**src/mdp_pkg.sv**
```systemverilog
/*
 * Shared constants for the 16-bit multiply-accumulate slice.
 * Assumes a single clock domain and an AXI4-Lite register port.
 */
package mdp_pkg;
    // ****************************************
    // Widths
    // ****************************************
    localparam int DATA_W = 16;
    localparam int AXI_ADDR_W = 4;
    localparam int CFG_W = 6;

    // ****************************************
    // Register offsets
    // ****************************************
    localparam logic [AXI_ADDR_W-1:0] CFG_OFFSET = 4'h0;
    localparam logic [AXI_ADDR_W-1:0] RESULT_OFFSET = 4'h4;
    localparam logic [AXI_ADDR_W-1:0] FLAGS_OFFSET = 4'h8;

    // ****************************************
    // Configuration fields
    // ****************************************
    localparam int CFG_DUAL_BIT = 0;
    localparam int CFG_SIGNED_BIT = 1;
    localparam int CFG_MULT_BIT = 2;
    localparam int CFG_ADDCD_BIT = 3;
    localparam int CFG_CASC_BIT = 4;
    localparam int CFG_SEXT_BIT = 5;

    // ****************************************
    // Reset values and responses
    // ****************************************
    localparam logic [CFG_W-1:0] CFG_RESET = 6'h04;
    localparam logic [DATA_W-1:0] OPND_RESET = 16'h0000;
    localparam logic [DATA_W-1:0] ACC_RESET = 16'h0000;
    localparam logic [1:0] RESP_OKAY = 2'h0;
    localparam logic [1:0] RESP_SLVERR = 2'h2;
endpackage : mdp_pkg
```
**src/mdp_acc_half.sv**
```systemverilog
/*
 * One 16-bit accumulator half: adder/subtracter plus result register.
 * Assumes the caller supplies the gated enable and the carry chain.
 */
`timescale 1ns/1ps
module mdp_acc_half #(
    parameter int W = 16
) (
    input wire logic ref_clk,
    input wire logic reset_n,
    input wire logic ce,
    input wire logic clear,
    input wire logic freeze,
    input wire logic load_sel,
    input wire logic sub_sel,
    input wire logic [W-1:0] load_val,
    input wire logic [W-1:0] base,
    input wire logic [W-1:0] opnd,
    input wire logic cin,
    output logic [W-1:0] acc_r,
    output logic cout_nxt
);
    logic [W:0] sum_nxt;

    // RULE_11: add or subtract
    always_comb begin
        if (sub_sel) begin
            sum_nxt = {1'b0, base} - {1'b0, opnd} - {{W{1'b0}}, cin};
        end else begin
            sum_nxt = {1'b0, base} + {1'b0, opnd} + {{W{1'b0}}, cin};
        end
        cout_nxt = sum_nxt[W];
    end

    // RULE_02: gated by enable
    always_ff @(posedge ref_clk or negedge reset_n) begin
        if (!reset_n) begin
            acc_r <= mdp_pkg::ACC_RESET[W-1:0];
        end else if (ce) begin
            // RULE_09: half clear first
            if (clear) begin
                acc_r <= mdp_pkg::ACC_RESET[W-1:0];
            // RULE_08: half hold
            end else if (!freeze) begin
                // RULE_10: load or accumulate
                acc_r <= load_sel ? load_val : sum_nxt[W-1:0];
            end
        end
    end
endmodule : mdp_acc_half

```
**src/mdp_mac_datapath16.sv**
```systemverilog
/*
 * Multiply-accumulate slice: four operand registers, split 16x16 multiplier,
 * two accumulator halves, carry and sign chains, AXI4-Lite mode register.
 * Assumes operands and controls come from fabric logic on ref_clk.
 */
//
// Overview of operation
// RULE_01: All slice registers run from the single clock ref_clk.
// RULE_02: One clock enable gates every register; low holds all contents. cfg_r and the AXI4-Lite handshake registers are not gated.
// RULE_03: Four 16-bit operand registers; A and B multiply, C and D add.
// RULE_04: Each operand register has its own hold control.
// RULE_05: Upper clear zeroes A, C and the upper product register.
// RULE_06: Lower clear zeroes B, D, lower and full product registers.
// RULE_07: Output is one 32-bit result or two independent 16-bit halves.
// RULE_08: Each accumulator half has its own hold input.
// RULE_09: Each accumulator half has its own clear input.
// RULE_10: Each half loads adder result, or C register when load selected.
// RULE_11: Each half adds when its select is low, subtracts when high.
// RULE_12: Carry in and out on both cascade and tile chains.
// RULE_13: Sign extension received from previous slice and sent to next.
// RULE_14: Supports 8x8, 16x16 multiply, 16/32-bit add, accumulate and MAC.
// RULE_15: Idle inputs at zero mean load, no clear, accumulate, add.
// RULE_16: Clock enable is active high; tie high when unused.
// RULE_17: Lower carry feeds upper half in 32-bit mode, not in dual mode.
//
`timescale 1ns/1ps
module mdp_mac_datapath16 (
    input wire logic ref_clk,
    input wire logic reset_n,
    input wire logic clock_gate_on,
    input wire logic [15:0] a_in,
    input wire logic [15:0] b_in,
    input wire logic [15:0] c_in,
    input wire logic [15:0] d_in,
    input wire logic a_reg_freeze,
    input wire logic b_reg_freeze,
    input wire logic c_reg_freeze,
    input wire logic d_reg_freeze,
    input wire logic upper_input_clear,
    input wire logic lower_input_clear,
    input wire logic acc_hi_freeze,
    input wire logic acc_lo_freeze,
    input wire logic acc_hi_clear,
    input wire logic acc_lo_clear,
    input wire logic acc_hi_load_sel,
    input wire logic acc_lo_load_sel,
    input wire logic acc_hi_sub_sel,
    input wire logic acc_lo_sub_sel,
    input wire logic cascade_carry_from_prev,
    input wire logic tile_carry_in,
    input wire logic sign_extend_from_prev,
    output logic [31:0] result_out,
    output logic cascade_carry_to_next,
    output logic tile_carry_out,
    output logic sign_extend_to_next,
    input wire logic [3:0] s_axi_awaddr,
    input wire logic s_axi_awvalid,
    output logic s_axi_awready,
    input wire logic [31:0] s_axi_wdata,
    input wire logic [3:0] s_axi_wstrb,
    input wire logic s_axi_wvalid,
    output logic s_axi_wready,
    output logic [1:0] s_axi_bresp,
    output logic s_axi_bvalid,
    input wire logic s_axi_bready,
    input wire logic [3:0] s_axi_araddr,
    input wire logic s_axi_arvalid,
    output logic s_axi_arready,
    output logic [31:0] s_axi_rdata,
    output logic [1:0] s_axi_rresp,
    output logic s_axi_rvalid,
    input wire logic s_axi_rready
);
    // ****************************************
    // Declarations
    // ****************************************
    logic ce;
    logic [15:0] a_r, b_r, c_r, d_r;
    logic [15:0] prod_hi_r, prod_lo_r;
    logic [31:0] prod_full_r;
    logic [mdp_pkg::CFG_W-1:0] cfg_r;
    logic [31:0] prod_sel, opnd_sel;
    logic [15:0] base_hi, base_lo, acc_hi, acc_lo;
    logic lo_cin, hi_cin, lo_cout, hi_cout;
    logic [3:0] aw_addr_r;
    logic [31:0] w_data_r;
    logic [3:0] w_strb_r;
    logic wr_commit, wr_hit;
    logic [31:0] rd_data;
    logic rd_hit;

    function automatic logic [15:0] mul8(input logic [7:0] x, input logic [7:0] y, input logic s);
        mul8 = {{8{s & x[7]}}, x} * {{8{s & y[7]}}, y};
    endfunction : mul8

    function automatic logic [31:0] mul16(input logic [15:0] x, input logic [15:0] y,
                                          input logic s);
        mul16 = {{16{s & x[15]}}, x} * {{16{s & y[15]}}, y};
    endfunction : mul16

    // RULE_16: active-high enable
    assign ce = clock_gate_on;

    // ****************************************
    // Operand registers
    // ****************************************
    // RULE_01: single clock domain
    // RULE_05: upper clear of A and C
    always_ff @(posedge ref_clk or negedge reset_n) begin
        if (!reset_n) begin
            a_r <= mdp_pkg::OPND_RESET;
            c_r <= mdp_pkg::OPND_RESET;
        end else if (ce && upper_input_clear) begin
            a_r <= mdp_pkg::OPND_RESET;
            c_r <= mdp_pkg::OPND_RESET;
        end else if (ce) begin
            // RULE_04: A and C hold
            if (!a_reg_freeze) begin
                a_r <= a_in;
            end
            if (!c_reg_freeze) begin
                c_r <= c_in;
            end
        end
    end

    // RULE_06: lower clear of B and D
    always_ff @(posedge ref_clk or negedge reset_n) begin
        if (!reset_n) begin
            b_r <= mdp_pkg::OPND_RESET;
            d_r <= mdp_pkg::OPND_RESET;
        end else if (ce && lower_input_clear) begin
            b_r <= mdp_pkg::OPND_RESET;
            d_r <= mdp_pkg::OPND_RESET;
        end else if (ce) begin
            // RULE_04: B and D hold
            if (!b_reg_freeze) begin
                b_r <= b_in;
            end
            if (!d_reg_freeze) begin
                d_r <= d_in;
            end
        end
    end

    // ****************************************
    // Multiplier pipeline
    // ****************************************
    // RULE_05: upper product clear
    always_ff @(posedge ref_clk or negedge reset_n) begin
        if (!reset_n) begin
            prod_hi_r <= 16'h0000;
        end else if (ce) begin
            prod_hi_r <= upper_input_clear ? 16'h0000 :
                         mul8(a_r[15:8], b_r[15:8], cfg_r[mdp_pkg::CFG_SIGNED_BIT]);
        end
    end

    // RULE_06: lower and full product clear
    always_ff @(posedge ref_clk or negedge reset_n) begin
        if (!reset_n) begin
            prod_lo_r <= 16'h0000;
            prod_full_r <= 32'h0000_0000;
        end else if (ce) begin
            if (lower_input_clear) begin
                prod_lo_r <= 16'h0000;
                prod_full_r <= 32'h0000_0000;
            end else begin
                // RULE_14: 8x8 and 16x16 products
                prod_lo_r <= mul8(a_r[7:0], b_r[7:0], cfg_r[mdp_pkg::CFG_SIGNED_BIT]);
                prod_full_r <= mul16(a_r, b_r, cfg_r[mdp_pkg::CFG_SIGNED_BIT]);
            end
        end
    end

    // ****************************************
    // Adder operand selection
    // ****************************************
    always_comb begin
        // RULE_07: dual halves or full product
        prod_sel = cfg_r[mdp_pkg::CFG_DUAL_BIT] ? {prod_hi_r, prod_lo_r} : prod_full_r;
        // RULE_13: sign extension from previous slice
        if (cfg_r[mdp_pkg::CFG_SEXT_BIT]) begin
            opnd_sel = {32{sign_extend_from_prev}};
        // RULE_03: A and B bypass the multiplier when CFG_MULT_BIT is low
        end else if (cfg_r[mdp_pkg::CFG_MULT_BIT]) begin
            opnd_sel = prod_sel;
        end else begin
            opnd_sel = {a_r, b_r};
        end
        // RULE_14: plain add of C:D or accumulate
        base_hi = cfg_r[mdp_pkg::CFG_ADDCD_BIT] ? c_r : acc_hi;
        base_lo = cfg_r[mdp_pkg::CFG_ADDCD_BIT] ? d_r : acc_lo;
        // RULE_12: carry from cascade or tile
        lo_cin = cfg_r[mdp_pkg::CFG_CASC_BIT] ? cascade_carry_from_prev : tile_carry_in;
        // RULE_17: chain halves unless dual
        hi_cin = cfg_r[mdp_pkg::CFG_DUAL_BIT] ? 1'b0 : lo_cout;
    end

    // ****************************************
    // Accumulator halves
    // ****************************************
    // RULE_15: zero controls accumulate and add
    mdp_acc_half #(.W(16)) u_acc_hi (
        .ref_clk(ref_clk), .reset_n(reset_n), .ce(ce), .clear(acc_hi_clear),
        .freeze(acc_hi_freeze), .load_sel(acc_hi_load_sel), .sub_sel(acc_hi_sub_sel),
        .load_val(c_r), .base(base_hi), .opnd(opnd_sel[31:16]), .cin(hi_cin),
        .acc_r(acc_hi), .cout_nxt(hi_cout)
    );

    mdp_acc_half #(.W(16)) u_acc_lo (
        .ref_clk(ref_clk), .reset_n(reset_n), .ce(ce), .clear(acc_lo_clear),
        .freeze(acc_lo_freeze), .load_sel(acc_lo_load_sel), .sub_sel(acc_lo_sub_sel),
        .load_val(c_r), .base(base_lo), .opnd(opnd_sel[15:0]), .cin(lo_cin),
        .acc_r(acc_lo), .cout_nxt(lo_cout)
    );

    // RULE_07: result packing
    assign result_out = {acc_hi, acc_lo};

    // ****************************************
    // Carry and sign outputs
    // ****************************************
    // RULE_12: carry to next slice and tile
    // RULE_13: sign to next slice
    always_ff @(posedge ref_clk or negedge reset_n) begin
        if (!reset_n) begin
            cascade_carry_to_next <= 1'b0;
            tile_carry_out <= 1'b0;
            sign_extend_to_next <= 1'b0;
        end else if (ce) begin
            sign_extend_to_next <= cfg_r[mdp_pkg::CFG_SIGNED_BIT] & opnd_sel[31];
            if (acc_hi_clear) begin
                cascade_carry_to_next <= 1'b0;
                tile_carry_out <= 1'b0;
            end else if (!acc_hi_freeze) begin
                cascade_carry_to_next <= hi_cout;
                tile_carry_out <= hi_cout;
            end
        end
    end

    // ****************************************
    // AXI4-Lite write channel
    // ****************************************
    assign wr_commit = !s_axi_awready && !s_axi_wready && !s_axi_bvalid;
    assign wr_hit = (aw_addr_r == mdp_pkg::CFG_OFFSET);

    always_ff @(posedge ref_clk or negedge reset_n) begin
        if (!reset_n) begin
            s_axi_awready <= 1'b1;
            s_axi_wready <= 1'b1;
            aw_addr_r <= 4'h0;
            w_data_r <= 32'h0000_0000;
            w_strb_r <= 4'h0;
        end else if (s_axi_bvalid && s_axi_bready) begin
            s_axi_awready <= 1'b1;
            s_axi_wready <= 1'b1;
        end else begin
            if (s_axi_awvalid && s_axi_awready) begin
                s_axi_awready <= 1'b0;
                aw_addr_r <= s_axi_awaddr;
            end
            if (s_axi_wvalid && s_axi_wready) begin
                s_axi_wready <= 1'b0;
                w_data_r <= s_axi_wdata;
                w_strb_r <= s_axi_wstrb;
            end
        end
    end

    always_ff @(posedge ref_clk or negedge reset_n) begin
        if (!reset_n) begin
            s_axi_bvalid <= 1'b0;
            s_axi_bresp <= mdp_pkg::RESP_OKAY;
        end else if (wr_commit) begin
            s_axi_bvalid <= 1'b1;
            s_axi_bresp <= (wr_hit || aw_addr_r == mdp_pkg::RESULT_OFFSET ||
                            aw_addr_r == mdp_pkg::FLAGS_OFFSET) ?
                           mdp_pkg::RESP_OKAY : mdp_pkg::RESP_SLVERR;
        end else if (s_axi_bready) begin
            s_axi_bvalid <= 1'b0;
        end
    end

    always_ff @(posedge ref_clk or negedge reset_n) begin
        if (!reset_n) begin
            cfg_r <= mdp_pkg::CFG_RESET;
        end else if (wr_commit && wr_hit && w_strb_r[0]) begin
            cfg_r <= w_data_r[mdp_pkg::CFG_W-1:0];
        end
    end

    // ****************************************
    // AXI4-Lite read channel
    // ****************************************
    always_comb begin
        rd_hit = 1'b1;
        unique case (s_axi_araddr)
            mdp_pkg::CFG_OFFSET: rd_data = {26'h000_0000, cfg_r};
            mdp_pkg::RESULT_OFFSET: rd_data = result_out;
            mdp_pkg::FLAGS_OFFSET: rd_data = {29'h0000_0000, sign_extend_to_next,
                                               cascade_carry_to_next, tile_carry_out};
            default: begin
                rd_data = 32'h0000_0000;
                rd_hit = 1'b0;
            end
        endcase
    end

    always_ff @(posedge ref_clk or negedge reset_n) begin
        if (!reset_n) begin
            s_axi_arready <= 1'b1;
            s_axi_rvalid <= 1'b0;
            s_axi_rdata <= 32'h0000_0000;
            s_axi_rresp <= mdp_pkg::RESP_OKAY;
        end else if (s_axi_arvalid && s_axi_arready) begin
            s_axi_arready <= 1'b0;
            s_axi_rvalid <= 1'b1;
            s_axi_rdata <= rd_data;
            s_axi_rresp <= rd_hit ? mdp_pkg::RESP_OKAY : mdp_pkg::RESP_SLVERR;
        end else if (s_axi_rvalid && s_axi_rready) begin
            s_axi_rvalid <= 1'b0;
            s_axi_arready <= 1'b1;
        end
    end
endmodule : mdp_mac_datapath16

```
**config.mk**
```make
export PLATFORM = sky130hd
export DESIGN_NAME = mdp_mac_datapath16
export DESIGN_NICKNAME = d
export VERILOG_FILES = /design/src/mdp_pkg.sv /design/src/mdp_acc_half.sv /design/src/mdp_mac_datapath16.sv
export SDC_FILE = /design/constraint.sdc
export NUM_CORES = 2
export LEC_CHECK = 0
export BUFFER_PORTS_ARGS = -buffer_cell sky130_fd_sc_hd__buf_4
export CELL_PAD_IN_SITES_DETAIL_PLACEMENT = 1
export CELL_PAD_IN_SITES_GLOBAL_PLACEMENT = 1
export CORE_MARGIN = 3
export CORE_UTILIZATION = 40
export CTS_CLUSTER_DIAMETER = 200
export DETAILED_ROUTE_END_ITERATION = 6
export HOLD_SLACK_MARGIN = 0.15
export PLACE_DENSITY_LB_ADDON = 0.12
export SYNTH_ARGS = -nofsm -noshare
export SYNTH_HDL_FRONTEND = slang
export SYNTH_SLANG_ARGS = --single-unit
```
**constraint.sdc**
```tcl
create_clock -name ref_clk -period 9.1 [get_ports ref_clk]
set_input_delay 0.91 -clock ref_clk [delete_from_list [all_inputs] [get_ports ref_clk]]
set_output_delay 0.91 -clock ref_clk [all_outputs]
set_load 0.02 [all_outputs]
```
==> out/results.txt <==
Outcome -> complete, no violations
Worst Path Required -> 9560 ps
Clock latency on the worst-skew pair -> 610 ps
Synth top area share -> 26.9%
# IOs -> 209
Maximum clock rate -> 136 MHz
Total power -> 0.00815 W
R2R cell count -> 20
Sw power -> 0.00407 W
Reg area -> 5410 um2
Global-route wire length before repair -> 137000 um
Synth Flop Type -> dfrtp_1
Clk pwr share -> 13.7%
Largest net degree at the start of global routing -> 105
HP Class -> in2async
CTS Root Cell -> clkbuf_16
CP Data Arrival Time -> 7800 ps
TNS Setup -> 0 ps
Final slew viol count -> 0
Sequential share of power -> 17.9%
Post-CTS Setup Bufs -> 0
GRT Residual Overflow -> 0
Worst setup path category -> reg2reg
Vias per cell -> 5.44
Top cells by count, synth -> inv_1 (570), fa_1 (371), nand2_1 (259)
Drt wl/cell -> 22.1 um
Worst-Margin Slew -> 1140 ps
Synth async-reset ratio -> 100%
Die span in y -> 269 um
Worst Setup SP -> cfg_r[1]
Period utilisation layout -> 80.7%
Clock Sinks -> 216
Area leader, netlist -> fa_1
Yosys warning count -> 0
DP Wirelength -> 69900 um
Tot GR Track Use -> 24.6%
DR vias -> 21591
Total iterations of the first detailed-routing run -> 5
Cell with the most instances after synthesis -> inv_1
TritonCTS Buffers -> 28
Gate power share -> 68.5%
FILL cells -> 7736
Vias in the first global route -> 24003
Leakage -> 15.2 nW
Width of the die -> 269 um
Port Buffer Count -> 177
Seq/Total Area, Yosys -> 19.6%
Antenna violations before repair -> 7
Die area -> 72200 um2
Core Area -> 67800 um2
Initial Utilization -> 40.7%
Average size of a mapped cell -> 9.26 um2
Reg-to-Reg End -> prod_full_r[29]
Final setup viols -> 0
Worst Skew -> 45.1 ps
Number of synthesized register bits -> 216
Power Internal -> 0.00407 W
Reg2reg setup slack -> 1760 ps
CTS resizes -> 0
Switching Share -> 50.0%
P per Cell Area -> 266 nW/um2
Final GP Congestion -> 0.878
DRT antenna net count -> 0
Site row count -> 95
Layout cells sized above 1 -> 10.5%
CTS H-tree lvls -> 1
Number of enable flip-flop cells after synthesis -> 0
Post-layout util -> 45.3%
Crit path capture type -> flip-flop
Final Hold Vio Count -> 0
Max-cap violations -> 0
Area Growth Syn to Fin -> 11.1%
Slew HR -> 22.3%
FF-to-FF Start -> cfg_r[1]
Crit path time final -> 7340 ps
CTS tree -> yes
Gate Count Post-Synth -> 2981
Starting DRT DRC Count -> 1259
CTS Hold Bufs -> 0
Worst Path Max Fanout -> 12
Mapped Area -> 27600 um2
Area contributors post-synth -> fa_1 (27%), dfrtp_1 (19%), ha_1 (11%)
Residual DRC count -> 0
Bufs on Longest Clock Path -> 3
Final wirelength -> 87600 um
Final #Nets -> 3811
Netlist cell types -> 73
Footprint of the multi-input gates -> 19500 um2
CP endpoint -> prod_full_r[29]
Startpoint Class -> flip-flop
RSZ-0062 raised after global routing -> false
Worst-path clk slew -> 60 ps
VDD IR max -> 0.177 mV
==> how the worst min path moves through the flow <==
stage	from	to	slack, ps	cells past startpoint
floorplan	prod_hi_r[13]	prod_hi_r[13]	440	2
global placement	prod_hi_r[6]	prod_hi_r[6]	460	2
detailed placement	prod_hi_r[13]	prod_hi_r[13]	470	2
CTS	reset_n	s_axi_rdata[27]	380	1
global route	reset_n	s_axi_rdata[30]	410	1
finish	reset_n	s_axi_rdata[27]	340	1
==> cell usage in the layout (no fill, tap or decap), drive strengths merged, types with 25 or more instances in the layout <==
cell	synthesis	routed
a21oi	90	90
a22o	90	90
a22oi	33	33
and2	128	128
and3	28	28
buf	17	217
clkbuf	138	37
dfrtp	212	212
fa	371	371
ha	233	233
inv	573	575
mux2i	76	76
nand2	259	259
nor2	86	86
nor3	29	29
o21ai	151	151
o2bb2ai	36	36
or2	25	25
xnor2	75	75
==> worst max-delay path, cell delays in order, from the launching register on <==
cell and delay (ps):
dfrtp_1 830, and2_1 390, nand2_1 150, inv_1 190
fa_1 490, fa_1 560, inv_1 390, fa_1 530
fa_1 570, fa_1 440, fa_1 510, inv_1 50
ha_1 340, nand3_1 140, nor2_1 90, a31oi_1 240
o311a_1 300, a21oi_1 140, o31a_1 300, or3_1 300
a32o_1 250
==> power groups by stage <==
stage	logic [W]	clock network, W	registers, W
after global routing	0.00626	0.00118	0.00149
after detailed placement	0.00555	0	0.00147
final	0.00558	0.00111	0.00146
after floorplan	0.00409	0	0.00138
after CTS	0.00559	0.00115	0.00146
after global placement	0.00535	0	0.00146
==> metal layers <==
layer	routed length (um)	GRT usage (%)	share of wire, %
met5	13	0	0.015
met4	2760	7.08	3.2
met3	3740	2.59	4.3
met2	41200	41.3	47
met1	39800	33.7	45
==> cells by family (layout without fill, tap and decap cells) <==
group	Yosys count	in the layout	synth area share, %
compound gates	575	575	14.4
xor+xnor	96	96	3.05
fa+ha+maj	604	604	37.5
buf+inv	728	840	9.94
flops	216	216	19.6
mux	99	99	3.69
other cells	1	5	0.0136
simple gates	662	662	11.8
==> cell type report <==
cell class / instances / area share, %
multi-input cells: 2038 / 63.5
flip-flops and latches: 216 / 17.6
inverters: 573 / 7.01
repair buffers: 217 / 5.34
well taps: 873 / 3.56
clock buffers: 37 / 2.53
clock inverters: 13 / 0.424
diodes: 3 / 0.0245
==> flip-flops by register name, summed over array words and instances, names as in the netlist <==
| signal | count |
|---|---|
| c_r | 16 |
| aw_addr_r | 4 |
| s_axi_rvalid | 1 |
| s_axi_bvalid | 1 |
| s_axi_wready | 1 |
| tile_carry_out | 1 |
| w_strb_r | 1 |
| u_acc_lo.acc_r | 16 |
| s_axi_awready | 1 |
| s_axi_rdata | 32 |
| a_r | 16 |
| s_axi_rresp | 1 |
| cfg_r | 6 |
| u_acc_hi.acc_r | 16 |
| sign_extend_to_next | 1 |
| s_axi_bresp | 1 |
| prod_lo_r | 16 |
| prod_hi_r | 16 |
| prod_full_r | 30 |
| w_data_r | 6 |
| b_r | 16 |
| d_r | 16 |
| s_axi_arready | 1 |
==> stage by stage <==
stage	cells	hold WS, ps	setup WS [ps]	instance area (um2)
after global placement	3917	462	1590	29800
after global routing	3967	411	1140	30700
after detailed placement	3917	469	1440	29800
after CTS	3967	383	1640	30700
after floorplan	2982	443	3030	27600
final	3970	345	1760	30700
(Power assumes the default switching activity.)
